$ cat src/core/indexer_pkg.sv
/*
  Shared constants, types and decode helpers of the microstep indexer.
  Assumes a single 10 MHz clock and tri-level pins already resolved to codes.
*/
// What this block does
// - High mode select high with low select open or high gives 32 microsteps, rising only or both edges.
// - Mode pin pairs map to full, half, quarter, eighth, sixteenth, thirty-second step rates.
// - Both mode selects are read as low, open or high.
// - A changed mode takes effect at the next step, landing on a valid position.
// - Position returns home at 45 degrees after reset, lockout exit, sleep exit.
// - Each qualifying step edge moves exactly one position of the current spacing.
// - Direction high walks angle upward; low walks it downward.
// - Positive current drives the positive terminal high; negative reverses it.
// - 128-entry cosine/sine cycle; coarse modes skip entries, full uses diagonals.
// - Reaching the chop threshold puts that bridge into decay for the off-time.
// - When the off-time ends the bridge drives again, starting a new cycle.
// - Off-time select: low 20 us, open 10 us, high 30 us.
// - Threshold is reference times torque times table value, divided by 6.6.
// - Torque selects scale both windings from 100 down to 0 percent, in eighths.
// - Output disable high turns off only the bridges; indexing carries on.
package indexer_pkg;
  typedef enum logic [1:0] {TRI_LOW = 2'h0, TRI_OPEN = 2'h1, TRI_HIGH = 2'h2} tri_level_e;
  typedef enum logic [2:0] {MODE_FULL = 3'h0, MODE_HALF = 3'h1, MODE_QUARTER = 3'h2,
    MODE_EIGHTH = 3'h3, MODE_SIXTEENTH = 3'h4, MODE_THIRTYSECOND = 3'h5} step_mode_e;
  localparam int         TRI_STATES = 3;
  localparam int         CODE_COUNT = 9;
  localparam step_mode_e MODE_BY_CODE [CODE_COUNT] = '{MODE_FULL, MODE_HALF, MODE_QUARTER,
    MODE_EIGHTH, MODE_EIGHTH, MODE_SIXTEENTH, MODE_SIXTEENTH, MODE_THIRTYSECOND,
    MODE_THIRTYSECOND};
  localparam logic       BOTH_EDGES_BY_CODE [CODE_COUNT] = '{1'b0, 1'b0, 1'b0, 1'b0, 1'b1,
    1'b0, 1'b1, 1'b0, 1'b1};
  localparam logic [3:0] TORQUE_EIGHTHS [CODE_COUNT] = '{4'h8, 4'h7, 4'h6, 4'h5, 4'h4,
    4'h3, 4'h2, 4'h1, 4'h0};
  localparam logic [3:0] TORQUE_NONE = 4'h0;
  localparam logic [6:0] STEP_SIZE [6] = '{7'h20, 7'h10, 7'h08, 7'h04, 7'h02, 7'h01};
  localparam logic [6:0] HOME_POS = 7'h10;
  localparam logic [6:0] FULL_OFFSET = 7'h10;
  localparam logic [6:0] QUARTER_POS = 7'h20;
  localparam logic [6:0] WITHIN_QUARTER = 7'h1f;
  localparam logic [5:0] QUARTER_LAST = 6'h20;
  localparam logic [6:0] QUARTER_COS [33] = '{7'h64, 7'h64, 7'h64, 7'h63, 7'h62, 7'h61,
    7'h60, 7'h5e, 7'h5c, 7'h5a, 7'h58, 7'h56, 7'h53, 7'h50, 7'h4d, 7'h4a, 7'h47, 7'h43,
    7'h3f, 7'h3c, 7'h38, 7'h33, 7'h2f, 7'h2b, 7'h26, 7'h22, 7'h1d, 7'h18, 7'h14, 7'h0f,
    7'h0a, 7'h05, 7'h00};
  localparam int         CLK_HZ = 10_000_000;
  localparam int         US_PER_S = 1_000_000;
  localparam int         OFF_LOW_US = 20;
  localparam int         OFF_OPEN_US = 10;
  localparam int         OFF_HIGH_US = 30;
  localparam logic [8:0] OFF_LOW_CYC = 9'(OFF_LOW_US * (CLK_HZ / US_PER_S));
  localparam logic [8:0] OFF_OPEN_CYC = 9'(OFF_OPEN_US * (CLK_HZ / US_PER_S));
  localparam logic [8:0] OFF_HIGH_CYC = 9'(OFF_HIGH_US * (CLK_HZ / US_PER_S));
  localparam int         VREF_BITS = 12;
  localparam logic [11:0] VREF_RESET = 12'h0ce4;
  localparam int         PCT_FULL = 100;
  localparam int         EIGHTHS_FULL = 8;
  localparam int         ATTEN_TENTHS = 66;
  localparam int         TENTHS = 10;
  localparam int         THRESH_DIV = PCT_FULL * EIGHTHS_FULL * ATTEN_TENTHS;
  localparam logic [7:0] CTRL_OFS = 8'h00;
  localparam logic [7:0] VREF_OFS = 8'h04;
  localparam logic [7:0] STATUS_OFS = 8'h08;
  localparam logic [7:0] CURRENT_OFS = 8'h0c;
  localparam logic [7:0] THRESH_OFS = 8'h10;
  localparam int         CTRL_SLEEP_BIT = 0;
  localparam logic       CTRL_SLEEP_RESET = 1'b0;
  localparam int         HTRANS_ACTIVE_BIT = 1;
  typedef struct packed {
    logic [15:0] reserved;
    logic [1:0]  decay;
    logic [1:0]  bridge_on;
    logic        lockout;
    step_mode_e  mode;
    logic        both_edges;
    logic [6:0]  position;
  } status_s;
  function automatic logic [3:0] tri_index(logic [1:0] v);
    return (v == TRI_LOW) ? 4'h0 : (v == TRI_OPEN) ? 4'h1 : 4'h2;
  endfunction : tri_index
  function automatic logic [3:0] select_code(logic [1:0] hi, logic [1:0] lo);
    return 4'(tri_index(hi) * TRI_STATES + tri_index(lo));
  endfunction : select_code
endpackage : indexer_pkg

$ cat src/core/chop_if.sv
/*
  Carrier between the indexer top and one winding's off-time timer.
  Assumes both ends run on the same clock.
*/
`timescale 1ns/1ns
interface chop_if;
  logic       run;
  logic       tripped;
  logic [8:0] off_cycles;
  logic       decay;
  modport unit (input run, input tripped, input off_cycles, output decay);
  modport ctl  (output run, output tripped, output off_cycles, input decay);
endinterface : chop_if

$ cat src/core/chop_timer.sv
/*
  Fixed off-time PWM timer for one bridge.
  Assumes run and tripped are synchronous to clk_in.
*/
`timescale 1ns/1ns
module chop_timer
  import indexer_pkg::*;
(
  input wire logic clk_in,
  input wire logic rst_in,
  chop_if.unit     ch
);
  typedef enum logic [1:0] {CH_IDLE = 2'h0, CH_DRIVE = 2'h1, CH_DECAY = 2'h3} chop_state_e;
  chop_state_e state, next_state;
  logic [8:0]  count, next_count, dwell, held_off;

  always_comb begin
    next_state = state;
    next_count = count;
    case (state)
      CH_IDLE: if (ch.run) next_state = CH_DRIVE;
      CH_DRIVE: begin
        if (!ch.run) begin
          next_state = CH_IDLE;
        end else if (ch.tripped) begin
          next_state = CH_DECAY;
          next_count = ch.off_cycles;
        end
      end
      CH_DECAY: begin
        if (!ch.run) next_state = CH_IDLE;
        else if (count <= 9'h001) next_state = CH_DRIVE;
        else next_count = count - 9'h001;
      end
      default: next_state = CH_IDLE;
    endcase
  end

  always_ff @(posedge clk_in or posedge rst_in) begin
    if (rst_in) begin
      state    <= CH_IDLE;
      count    <= '0;
      dwell    <= '0;
      held_off <= '0;
    end else begin
      state    <= next_state;
      count    <= next_count;
      dwell    <= (state == CH_DECAY) ? dwell + 9'h001 : '0;
      held_off <= (state != CH_DECAY) ? ch.off_cycles : held_off;
    end
  end
  assign ch.decay = (state == CH_DECAY);

  property p_trip;
    @(posedge clk_in) disable iff (rst_in)
    (state == CH_DRIVE && ch.run && ch.tripped) |=> ch.decay;
  endproperty
  a_trip: assert property (p_trip) else $error("trip did not start decay");
  property p_off_len;
    @(posedge clk_in) disable iff (rst_in)
    (state == CH_DRIVE && $past(state) == CH_DECAY) |-> dwell == held_off;
  endproperty
  a_off_len: assert property (p_off_len) else $error("off-time length wrong");
endmodule : chop_timer

$ cat src/core/winding_current_lookup.sv
/*
  Signed winding current percentages for an indexer position.
  Assumes a 7-bit position over one electrical cycle.
*/
`timescale 1ns/1ns
module winding_current_lookup
  import indexer_pkg::*;
(
  input  wire logic [6:0]  position_in,
  output logic signed [7:0] current_a_out,
  output logic signed [7:0] current_b_out
);
  // Quarter wave mirrored and negated per quadrant
  function automatic logic signed [7:0] cos_pct(logic [6:0] angle);
    logic [5:0] r;
    logic [7:0] mag;
    r = {1'b0, angle[4:0]};
    if (angle[5]) r = QUARTER_LAST - r;
    mag = {1'b0, QUARTER_COS[r]};
    return (angle[6] ^ angle[5]) ? -mag : mag;
  endfunction : cos_pct

  // cosine for A, sine for B
  assign current_a_out = cos_pct(position_in);
  assign current_b_out = cos_pct(position_in - QUARTER_POS);
endmodule : winding_current_lookup

$ cat src/core/microstep_indexer_current_control.sv
/*
  Step/direction microstep indexer with fixed off-time chopping control.
  Assumes pins synchronous to clk_in, tri-level pins given as low/open/high
  codes, and an AHB-Lite master with a single slave.
*/
`timescale 1ns/1ns
module microstep_indexer_current_control
  import indexer_pkg::*;
(
  input  wire logic              clk_in,
  input  wire logic              rst_in,
  input  wire logic [31:0]       haddr_in,
  input  wire logic [1:0]        htrans_in,
  input  wire logic              hwrite_in,
  input  wire logic [2:0]        hsize_in,
  input  wire logic              hsel_in,
  input  wire logic              hready_in,
  input  wire logic [31:0]       hwdata_in,
  output logic      [31:0]       hrdata_out,
  output logic                   hreadyout_out,
  output logic                   hresp_out,
  input  wire logic              step_in,
  input  wire logic              direction_in,
  input  wire logic [1:0]        microstep_select_high_in,
  input  wire logic [1:0]        microstep_select_low_in,
  input  wire logic [1:0]        torque_select_high_in,
  input  wire logic [1:0]        torque_select_low_in,
  input  wire logic [1:0]        off_time_choice_in,
  input  wire logic              output_stage_disable_n_in,
  input  wire logic              supply_lockout_in,
  input  wire logic [1:0][11:0]  sense_resistor_node_in,
  output logic      [1:0]        winding_terminal_pos_out,
  output logic      [1:0]        winding_terminal_neg_out,
  output logic      [1:0]        bridge_on_out
);
  // ------------------------------------------------------------------
  // Pin decode
  // ------------------------------------------------------------------
  logic [3:0] mode_code;
  logic [3:0] torque_code;
  step_mode_e mode;
  logic       both_edges;
  logic [3:0] torque;
  logic [8:0] off_cycles;
  logic [6:0] step_size;
  logic [6:0] offset;

  always_comb begin
    mode_code   = select_code(microstep_select_high_in, microstep_select_low_in);
    torque_code = select_code(torque_select_high_in, torque_select_low_in);
    mode        = MODE_BY_CODE[mode_code];
    both_edges  = BOTH_EDGES_BY_CODE[mode_code];
    torque      = TORQUE_EIGHTHS[torque_code];
    step_size   = STEP_SIZE[mode];
    offset      = (mode == MODE_FULL) ? FULL_OFFSET : '0;
    case (off_time_choice_in)
      TRI_LOW:  off_cycles = OFF_LOW_CYC;
      TRI_OPEN: off_cycles = OFF_OPEN_CYC;
      default:  off_cycles = OFF_HIGH_CYC;
    endcase
  end

  // ------------------------------------------------------------------
  // Indexer
  // ------------------------------------------------------------------
  logic       step_prev;
  logic       next_step_prev;
  logic [6:0] position;
  logic [6:0] next_position;
  logic       sleep;
  logic       idle;
  logic       rise;
  logic       fall;
  logic       qualify;
  logic [6:0] rel;
  logic [6:0] base;
  logic       aligned;

  always_comb begin
    next_step_prev = step_in;
    idle    = sleep || supply_lockout_in;
    rise    = step_in && !step_prev;
    fall    = !step_in && step_prev;
    // falling edge only in both-edge modes
    qualify = rise || (fall && both_edges);
    rel     = position - offset;
    base    = rel & ~(step_size - 7'h01);
    aligned = (rel == base);
    next_position = position;
    // held home while asleep or locked out
    if (idle) begin
      next_position = HOME_POS;
    end else if (qualify) begin
      // one position, direction, realign to new mode
      if (direction_in) next_position = base + step_size + offset;
      else if (aligned) next_position = base - step_size + offset;
      else next_position = base + offset;
    end
  end

  always_ff @(posedge clk_in or posedge rst_in) begin
    if (rst_in) begin
      step_prev <= 1'b0;
      position  <= HOME_POS;
    end else begin
      step_prev <= next_step_prev;
      position  <= next_position;
    end
  end

  // ------------------------------------------------------------------
  // Current regulation
  // ------------------------------------------------------------------
  logic signed [7:0] cur [2];
  logic [1:0][11:0]  thr;
  logic [1:0]        decay;
  logic              drive_allowed;
  logic [11:0]       vref;
  logic [1:0]        next_pos;
  logic [1:0]        next_neg;
  logic [1:0]        next_on;
  chop_if            chop [2] ();

  winding_current_lookup u_lookup (
    .position_in   (position),
    .current_a_out (cur[0]),
    .current_b_out (cur[1])
  );

  // bridges off, indexer keeps running; zero torque also off
  assign drive_allowed = !idle && !output_stage_disable_n_in && (torque != TORQUE_NONE);

  for (genvar g = 0; g < 2; g++) begin : g_winding
    logic [7:0]  mag;
    logic [31:0] product;
    assign mag     = cur[g][7] ? 8'(-cur[g]) : 8'(cur[g]);
    // reference times torque times table, over 6.6
    assign product = 32'(vref) * 32'(torque) * 32'(mag) * 32'(TENTHS);
    assign thr[g]  = 12'(product / 32'(THRESH_DIV));
    assign chop[g].run        = drive_allowed;
    assign chop[g].tripped    = sense_resistor_node_in[g] >= thr[g];
    assign chop[g].off_cycles = off_cycles;
    assign decay[g]           = chop[g].decay;
    chop_timer u_chop (
      .clk_in (clk_in),
      .rst_in (rst_in),
      .ch     (chop[g])
    );
    // polarity follows current sign; decay pulls both low
    assign next_on[g]  = drive_allowed;
    assign next_pos[g] = drive_allowed && !decay[g] && (cur[g] > 8'sh00);
    assign next_neg[g] = drive_allowed && !decay[g] && (cur[g] < 8'sh00);
  end

  always_ff @(posedge clk_in or posedge rst_in) begin
    if (rst_in) begin
      winding_terminal_pos_out <= '0;
      winding_terminal_neg_out <= '0;
      bridge_on_out            <= '0;
    end else begin
      winding_terminal_pos_out <= next_pos;
      winding_terminal_neg_out <= next_neg;
      bridge_on_out            <= next_on;
    end
  end

  // ------------------------------------------------------------------
  // AHB-Lite register slave
  // ------------------------------------------------------------------
  // Read data is prepared in the address phase, so reads see a write that
  // is still in its data phase through the next_ values.
  logic        wr_pend;
  logic        next_wr_pend;
  logic [7:0]  wr_addr;
  logic [7:0]  next_wr_addr;
  logic        next_sleep;
  logic [11:0] next_vref;
  logic [31:0] next_hrdata;
  logic        bus_take;
  status_s     status;

  always_comb begin
    bus_take   = hsel_in && htrans_in[HTRANS_ACTIVE_BIT] && hready_in;
    next_sleep = sleep;
    next_vref  = vref;
    if (wr_pend) begin
      case (wr_addr)
        CTRL_OFS: next_sleep = hwdata_in[CTRL_SLEEP_BIT];
        VREF_OFS: next_vref  = hwdata_in[VREF_BITS-1:0];
        default:  next_sleep = sleep;
      endcase
    end
    next_wr_pend = bus_take && hwrite_in;
    next_wr_addr = bus_take ? haddr_in[7:0] : wr_addr;
    status = '0;
    status.decay      = decay;
    status.bridge_on  = bridge_on_out;
    status.lockout    = supply_lockout_in;
    status.mode       = mode;
    status.both_edges = both_edges;
    status.position   = position;
    next_hrdata = '0;
    if (bus_take && !hwrite_in) begin
      case (haddr_in[7:0])
        CTRL_OFS:    next_hrdata = 32'(next_sleep);
        VREF_OFS:    next_hrdata = 32'(next_vref);
        STATUS_OFS:  next_hrdata = status;
        CURRENT_OFS: next_hrdata = {16'h0000, cur[1], cur[0]};
        THRESH_OFS:  next_hrdata = {16'(thr[1]), 16'(thr[0])};
        default:     next_hrdata = '0;
      endcase
    end
  end

  always_ff @(posedge clk_in or posedge rst_in) begin
    if (rst_in) begin
      wr_pend       <= 1'b0;
      wr_addr       <= '0;
      sleep         <= CTRL_SLEEP_RESET;
      vref          <= VREF_RESET;
      hrdata_out    <= '0;
      hreadyout_out <= 1'b1;
      hresp_out     <= 1'b0;
    end else begin
      wr_pend       <= next_wr_pend;
      wr_addr       <= next_wr_addr;
      sleep         <= next_sleep;
      vref          <= next_vref;
      hrdata_out    <= next_hrdata;
      hreadyout_out <= 1'b1;
      hresp_out     <= 1'b0;
    end
  end

  // ------------------------------------------------------------------
  // Checks
  // ------------------------------------------------------------------
  property p_step_up;
    @(posedge clk_in) disable iff (rst_in)
    (qualify && !idle && direction_in && aligned) |=>
      position == $past(position) + $past(step_size);
  endproperty
  a_step_up: assert property (p_step_up) else $error("upward step size wrong");

  property p_step_down;
    @(posedge clk_in) disable iff (rst_in)
    (qualify && !idle && !direction_in && aligned) |=>
      position == $past(position) - $past(step_size);
  endproperty
  a_step_down: assert property (p_step_down) else $error("downward step wrong");

  property p_fall_ignored;
    @(posedge clk_in) disable iff (rst_in)
    (fall && !both_edges && !idle) |=> $stable(position);
  endproperty
  a_fall_ignored: assert property (p_fall_ignored) else $error("falling edge moved");

  property p_home;
    @(posedge clk_in) disable iff (rst_in)
    idle |=> position == HOME_POS;
  endproperty
  a_home: assert property (p_home) else $error("indexer not at home");

  property p_full_diag;
    @(posedge clk_in) disable iff (rst_in)
    (!idle && qualify && mode == MODE_FULL) |=> (position & WITHIN_QUARTER) == FULL_OFFSET;
  endproperty
  a_full_diag: assert property (p_full_diag) else $error("full step off diagonal");

  property p_polarity;
    @(posedge clk_in) disable iff (rst_in)
    (drive_allowed && !decay[0] && cur[0] > 8'sh00) |=>
      winding_terminal_pos_out[0] && !winding_terminal_neg_out[0];
  endproperty
  a_polarity: assert property (p_polarity) else $error("bridge polarity wrong");

  property p_disable;
    @(posedge clk_in) disable iff (rst_in)
    output_stage_disable_n_in |=> bridge_on_out == 2'b00 ##1 bridge_on_out == 2'b00
      || !$past(output_stage_disable_n_in);
  endproperty
  a_disable: assert property (p_disable) else $error("bridges on while disabled");

  property p_torque_off;
    @(posedge clk_in) disable iff (rst_in)
    (torque_code == 4'h8) |=> bridge_on_out == 2'b00 && winding_terminal_pos_out == 2'b00;
  endproperty
  a_torque_off: assert property (p_torque_off) else $error("zero torque drives");

  property p_off_sel;
    @(posedge clk_in) disable iff (rst_in)
    (off_time_choice_in == TRI_OPEN) |-> chop[0].off_cycles == OFF_OPEN_CYC;
  endproperty
  a_off_sel: assert property (p_off_sel) else $error("open select not 10 us");
endmodule : microstep_indexer_current_control

$ cat config.mk
export PLATFORM = sky130hd
export DESIGN_NAME = microstep_indexer_current_control
export DESIGN_NICKNAME = d
export VERILOG_FILES = /design/src/core/indexer_pkg.sv /design/src/core/chop_if.sv /design/src/core/chop_timer.sv /design/src/core/winding_current_lookup.sv /design/src/core/microstep_indexer_current_control.sv
export SDC_FILE = /design/constraint.sdc
export NUM_CORES = 1
export LEC_CHECK = 0
export BUFFER_PORTS_ARGS = -buffer_cell sky130_fd_sc_hd__buf_4
export CORE_MARGIN = 5
export CORE_UTILIZATION = 53
export CTS_CLUSTER_DIAMETER = 60
export DETAILED_ROUTE_END_ITERATION = 8
export HOLD_SLACK_MARGIN = 0.08
export PLACE_DENSITY_LB_ADDON = 0.15
export SKIP_LAST_GASP = 1
export SLEW_MARGIN = 0
export SYNTH_ARGS = -nofsm -noshare
export SYNTH_HDL_FRONTEND = slang
export SYNTH_HIERARCHICAL = 1
export SYNTH_SLANG_ARGS = --single-unit
$ cat constraint.sdc
create_clock -name clk_in -period 30.1 [get_ports clk_in]
set_clock_uncertainty 0.05 [all_clocks]
set_input_delay 1.505 -clock clk_in [delete_from_list [all_inputs] [get_ports clk_in]]
set_output_delay 1.505 -clock clk_in [all_outputs]
set_load 0.1 [all_outputs]
==> impl_results.md, run 1 <==
- Status: complete, no violations
- Final WL: 82840 µm
- Yosys warns: 6
- Clock latency on the worst-skew pair: 0.39 ns
- Number of enable flip-flop cells after synthesis: 0
- FF+latch area: 2136 µm²
- Register area share after synthesis: 7.017%
- Clock sink total: 85
- CTS buffer count: 9
- Final Wtd Congestion: 0.9300
- Residual DRC: 0
- Footprint of the multi-input gates: 26470 µm²
- Fmax achieved: 35.40 MHz
- Number of cell rows: 87
- Largest net degree at the start of global routing: 51
- Post-Syn Area: 30440 µm²
- Core area: 56600 µm²
- DRT antenna net count: 0
- Min-delay src: wr_addr[7]
- Starting density of the core: 53.78%
- Final worst slack: 1.851 ns
- Maxcap violations: 0
- Post-DR vias/cell: 6.148
- Synthesized flop and latch total: 85
- TNS Setup: 0 ns
- Wire per inst: 17.51 µm
- Detailed placement HPWL: 66560 µm
- WP data arrival: 28.48 ns
- Tcrit/Tclk final: 93.85%
- Reg-to-Reg Start: position[1]
- Vias in the first global route: 27680
- DIE HEIGHT: 249.7 µm
- Share of layout cells above drive strength 1: 12.45%
- Mux contribution to synthesized area: 3.494%
- I/O pins: 152
- Post-synthesis adder-cell area fraction: 24.70%
- Post-DP Area: 31870 µm²
- Worst slack, placed: 0.5129 ns
- Worst R2R Setup Slack: 2.07 ns
- Via count: 29080
- IO Port Bufs: 97
- Die X: 249.7 µm
- Max FO, Critical Path: 15
- Iter 0 DRT Violations: 1809
- Clk slew on worst S/H paths: 0.08 ns
- H-tree depth: 3
- R2R cell count: 109
- Primary FF master, synth: dfrtp_1
- Layout Nets: 4553
- CP most frequent cell: a21oi_1
- Initial antenna violation count: 1
- Crit start category: input port
- Most frequent cells in the layout: nor2_1 (440), inv_1 (319), ha_1 (275)
- Hold Path Class: reg -> reg
- Antenna diode count: 0
- Slowest stage delay, CP: 0.61 ns
- CP required: 30.33 ns
- Clock Path Buffers: 2
- Hold path cells: 1
- Final hold vios: 0
- GR Overflow Total: 0
- Simple-gate portion of the synthesized area: 23.24%
- Avg Cell Area, Syn: 7.769 µm²
- Min Tclk post-route: 28.25 ns
- Max Transition Viols Final: 0
- Total Routing Usage GR: 25.68%
- Largest family of logic cells by synthesized area: compound AO/OA/AOI/OAI gates
- Hold Path Sink: wr_addr[7]
- Final setup viols: 0
- Post-synth ARST share: 100.0%
- Compound-gate portion of the synthesized area: 28.09%
- CTS root buffer: clkbuf_16
- Reg-to-Reg End: g_winding[1].u_chop/count[5]
- Setup CP Type: in -> reg
- Final Cell Area: 32420 µm²
- First-pass GRT wire length: 138400 µm
- CTS tree: done
- Max transition margin: 27.36%
- Drt first pass iters: 6
- Die ar.: 62330 µm²
- Slowest stage cell, crit path: fa_1
- Syn Inst Count: 3918
- Synth unique cells: 158
- Synth Area in XOR/XNOR: 6.795%
- Slew @ Worst Pin: 1.082 ns
- Area growth syn-to-layout: 6.507%
- Worst Setup End Kind: register
- Most common cell after layout, fill and taps aside: nor2_1
- Filler cells: 5486
-- critical path, delay by kind of cell --
kind                     cells  cell delay (ns)
buffers and inverters        8             1.03
AO/OA/AOI/OAI               49            12.23
multiplexers                 2             0.61
XOR/XNOR                     4             1.13
AND/OR/NAND/NOR             32             6.24
adder cells (fa/ha/maj)     14             5.67
-- final cells by class --
cell class	instances	area share [%]
Tap cell	756	2.918
Inverter	330	3.832
Multi-Input combinational cell	3368	81.64
Clock inverter	7	0.2470
Timing Repair Buffer	176	4.076
Sequential cell	85	6.588
Clock buffer	9	0.6947
-- worst max path at each step --
| stage | start | endpoint | slack, ns | cells past startpoint |
|---|---|---|---|---|
| after floorplan | torque_select_high_in[0] | g_winding[1].u_chop/count[5] | 4.64 | 112 |
| after global placement | torque_select_high_in[0] | g_winding[0].u_chop/count[5] | 0.74 | 108 |
| after detailed placement | torque_select_high_in[0] | g_winding[1].u_chop/count[5] | 0.51 | 106 |
| after CTS | torque_select_high_in[0] | g_winding[1].u_chop/count[5] | 0.88 | 106 |
| after global routing | torque_select_high_in[0] | g_winding[1].u_chop/count[5] | -0.01 | 108 |
| final | torque_select_high_in[0] | g_winding[1].u_chop/count[5] | 1.85 | 109 |
-- state kept, by name, summed over array words and instances, names as in the netlist --
name,count
step_prev,1
g_winding.u_chop/count,18
wr_pend,1
hrdata_out,28
vref,12
g_winding.u_chop/state,4
winding_terminal_neg_out,2
winding_terminal_pos_out,2
wr_addr,8
sleep,1
position,7
bridge_on_out,1
-- per-layer routing --
layer / part of all wire [%] / vias up / global-route usage, %
met5: 0.0097 / - / 0
met2: 46 / 739 / 42.65
met3: 4.6 / 122 / 2.998
met4: 3.4 / 2 / 8.247
met1: 46 / 13910 / 35.06
li1: - / 14310 / -
-- cells in the mapped netlist, drive strengths merged (13+ instances only) --
master | number | area share (%)
o211ai | 66 | 1.9
o211a | 21 | 0.72
xor2 | 60 | 1.8
or3 | 32 | 0.67
a21oi | 230 | 3.9
nor2 | 448 | 5.6
o31ai | 34 | 0.95
a21o | 79 | 2.0
a31oi | 43 | 1.1
o21bai | 37 | 0.91
nand4 | 36 | 0.76
nor4 | 43 | 1.1
o21a | 33 | 0.81
o2111ai | 20 | 0.60
clkbuf | 71 | 0.89
a211o | 33 | 0.96
dfrtp | 78 | 6.4
a22o | 14 | 0.40
nor3 | 110 | 1.9
buf | 72 | 1.6
and3 | 35 | 0.72
a311oi | 19 | 0.63
o22ai | 24 | 0.51
a21boi | 20 | 0.55
mux2i | 47 | 1.6
or2 | 60 | 1.2
inv | 327 | 4.0
nand3 | 100 | 1.7
a211oi | 75 | 2.2
and2 | 86 | 1.8
a22oi | 24 | 0.61
nor2b | 49 | 1.0
a221oi | 13 | 0.42
a2111oi | 20 | 0.81
maj3 | 15 | 0.51
fa | 196 | 13
mux2 | 45 | 1.7
nand2b | 67 | 1.4
xnor2 | 171 | 5.0
a31o | 19 | 0.55
o21ai | 185 | 3.1
nand2 | 270 | 3.4
ha | 275 | 11
-- metrics by stage --
stage                     hold slack (ns)  std cells  util (%)
after floorplan                    0.4298       3928         -
after global placement             0.4406       4700     56.30
after detailed placement           0.4465       4700     56.30
after CTS                          0.4635       4716     56.84
after global routing               0.4819       4731     57.27
final                              0.4623       4731     57.27
-- cells by family after synthesis --
logic type | after synthesis
simple gates | 1405
compound gates | 1139
fa+ha+maj | 486
buf+inv | 475
xor+xnor | 231
mux | 95
flops | 85
other cells | 2
-- repair_timing --
action | in CTS | in global routing
resized for setup | 0 | 26
setup buffers | 0 | 15
hold buffers | 0 | 0
endpoints found under the setup margin | 0 | 20
Power of run 1 is left out: the tool's default activity adds up to more than one toggle a clock period on the data nets, which glitch-free logic cannot reach.
==> run 2: changes to the inputs <==
--- a/config.mk
+++ b/config.mk
@@ -12,8 +12,8 @@
 export DETAILED_ROUTE_END_ITERATION = 8
 export HOLD_SLACK_MARGIN = 0.08
 export PLACE_DENSITY_LB_ADDON = 0.15
+export RECOVER_POWER = 100
 export SKIP_LAST_GASP = 1
-export SLEW_MARGIN = 0
 export SYNTH_ARGS = -nofsm -noshare
 export SYNTH_HDL_FRONTEND = slang
 export SYNTH_HIERARCHICAL = 1
==> run 2 against run 1 <==
  * The run now ends with capacitance limit, slew limit left
  * Setup slack worse by 0.041 ns
  * Cell count stayed put
  * Design area is 0.48% lower
  * Fmax is 0.14% lower
  * Non-clock buffer count stayed put
  * Clock-buffer cell count stayed put
  * Utilization is 0.27 points lower
  * Register-to-register slack better by 0.03 ns
  * Flip-flop and latch count stayed put
  * Routed wire length is 0.14% lower
  * Critical path depth is 3 higher
==> impl_results.md, run 2 (synthesized netlist as in run 1, its figures left out) <==
- Status: complete, but fails checks
- Violated checks: capacitance limit, slew limit
- IO Port Bufs: 97 (unchanged)
- Maxcap violations: 1 (+1)
- Iter 0 DRT Violations: 1832 (+1.3%)
- Clock latency on the worst-skew pair: 0.38 ns (about the same)
- Final WL: 82730 µm (-0.14%)
- Cts hold-fix bufs: 0 (unchanged)
- Drt first pass iters: 7 (+1)
- I/O pins: 152 (unchanged)
- Largest net degree at the start of global routing: 51 (unchanged)
- Max reg flops: 28 (unchanged)
- Via count: 29130 (+0.14%)
- Filler cells: 5534 (+0.87%)
- Slowest stage delay, CP: 0.83 ns (+0.22 ns)
- Tcrit/Tclk final: 93.99% (+0.13 points)
- Hold Path Class: reg -> reg
- Antenna diode count: 0 (unchanged)
- DIE HEIGHT: 249.7 µm (unchanged)
- Residual DRC: 0 (unchanged)
- Area growth syn-to-layout: 5.997%
- Most common cell after layout, fill and taps aside: nor2_1
- Footprint of the multi-input gates: 26470 µm² (about the same)
- Crit start category: input port
- CTS tree: done
- Starting density of the core: 53.78% (unchanged)
- Fmax achieved: 35.35 MHz (-0.14%)
- Most frequent cells in the layout: nor2_1 (440), inv_1 (319), ha_1 (275)
- Slowest stage cell, crit path: xnor2_1
- Reg with most FFs: hrdata_out
- Layout Nets: 4553 (unchanged)
- Number of cell rows: 87 (unchanged)
- FF+latch area: 2136 µm² (unchanged)
- Clock sink total: 85 (unchanged)
- CTS buffer count: 9 (unchanged)
- Detailed placement HPWL: 66560 µm (unchanged)
- GR Overflow Total: 0 (unchanged)
- Total Routing Usage GR: 25.68% (unchanged)
- Die X: 249.7 µm (unchanged)
- Final Wtd Congestion: 0.9300 (unchanged)
- Initial antenna violation count: 1 (unchanged)
- Worst hold slack: 0.4626 ns (+0.0003520 ns)
- Clk slew on worst S/H paths: 0.07 ns (about the same)
- Max Transition Viols Final: 51 (+51)
- Min Tclk post-route: 28.29 ns (+0.04053 ns)
- Biggest regs: hrdata_out: 28 flops, g_winding.u_chop/count: 18 flops, vref: 12 flops
- First-pass GRT wire length: 138400 µm (unchanged)
- Final setup viols: 0 (unchanged)
- Max transition margin: -86.85% (-110 points)
- CTS root buffer: clkbuf_16
- Die ar.: 62330 µm² (unchanged)
- Max FO, Critical Path: 18 (+3)
- Share of layout cells above drive strength 1: 11.27% (-1.2 points)
- Core area: 56600 µm² (unchanged)
- Final hold vios: 0 (unchanged)
- Setup CP Type: in -> reg
- Post-DR vias/cell: 6.156 (+0.14%)
- Vias in the first global route: 27680 (unchanged)
- WP data arrival: 28.51 ns (+0.03 ns)
- Clock Path Buffers: 2 (unchanged)
- Worst Setup End Kind: register
- CP most frequent cell: a21oi_1
- Wire per inst: 17.49 µm (-0.14%)
- H-tree depth: 3 (unchanged)
- Slew @ Worst Pin: 2.803 ns (+1.721 ns)
- CP required: 30.32 ns (about the same)
- DRT antenna net count: 0 (unchanged)
-- run 2: worst max-delay path: cells and delay by family --
kind	cells	cell delay (ns)
xor gates and xnor gates	4	1.63
adders and majority gates	15	6.10
and+or+nand+nor	24	4.70
buffers and inverters	10	1.24
muxes	2	0.75
AOI/OAI and AO/OA	57	12.50
-- run 2: final timing paths --
| check | slack [ns] | depth (start not counted) | to | start |
|---|---|---|---|---|
| max in group asynchronous | 25.59 | 3 | hrdata_out[9] | rst_in |
| max | 1.81 | 112 | g_winding[0].u_chop/count[5] | torque_select_high_in[0] |
| min in group asynchronous | 1.09 | 2 | g_winding[0].u_chop/count[6] | rst_in |
| min reg2reg | 0.46 | 1 | wr_addr[7] | wr_addr[7] |
| min | 0.46 | 1 | wr_addr[7] | wr_addr[7] |
| max reg2reg | 2.10 | 110 | g_winding[0].u_chop/count[5] | position[1] |
-- run 2: through the flow --
stage / cell area [µm²] / setup TNS (ns) / worst slack [ns] / utilization (%) / instances
after global routing: 32260 / -0.01521 / -0.01521 / 57.00 / 4731
after global placement: 31870 / 0 / 0.7384 / 56.30 / 4700
after CTS: 32170 / 0 / 0.8765 / 56.84 / 4716
after detailed placement: 31870 / 0 / 0.5129 / 56.30 / 4700
final: 32260 / 0 / 1.810 / 57.00 / 4731
after floorplan: 30480 / 0 / 4.640 / - / 3928
-- run 2: routing by layer --
metal | up-vias | track usage [%] | routed length, µm
met5 | - | 0 | 8
met1 | 13870 | 35.06 | 37680
met3 | 138 | 2.998 | 4150
met4 | 2 | 8.247 | 2905
met2 | 791 | 42.65 | 37990
li1 | 14330 | - | -
-- run 2: cell type report --
cell class | count | area share [%]
sequential | 85 | 6.620
clock buffer | 9 | 0.6980
inverter | 330 | 3.851
tap | 756 | 2.932
clock inverter | 7 | 0.2482
timing repair buffer | 176 | 3.618
multi-input combinational | 3368 | 82.03
-- run 2: repair_timing --
action | CTS | global route
setup buffers | 0 | 15
setup endpoints to repair | 0 | 20
gates resized for setup | 0 | 26
Power of run 2 is left out for the same reason.
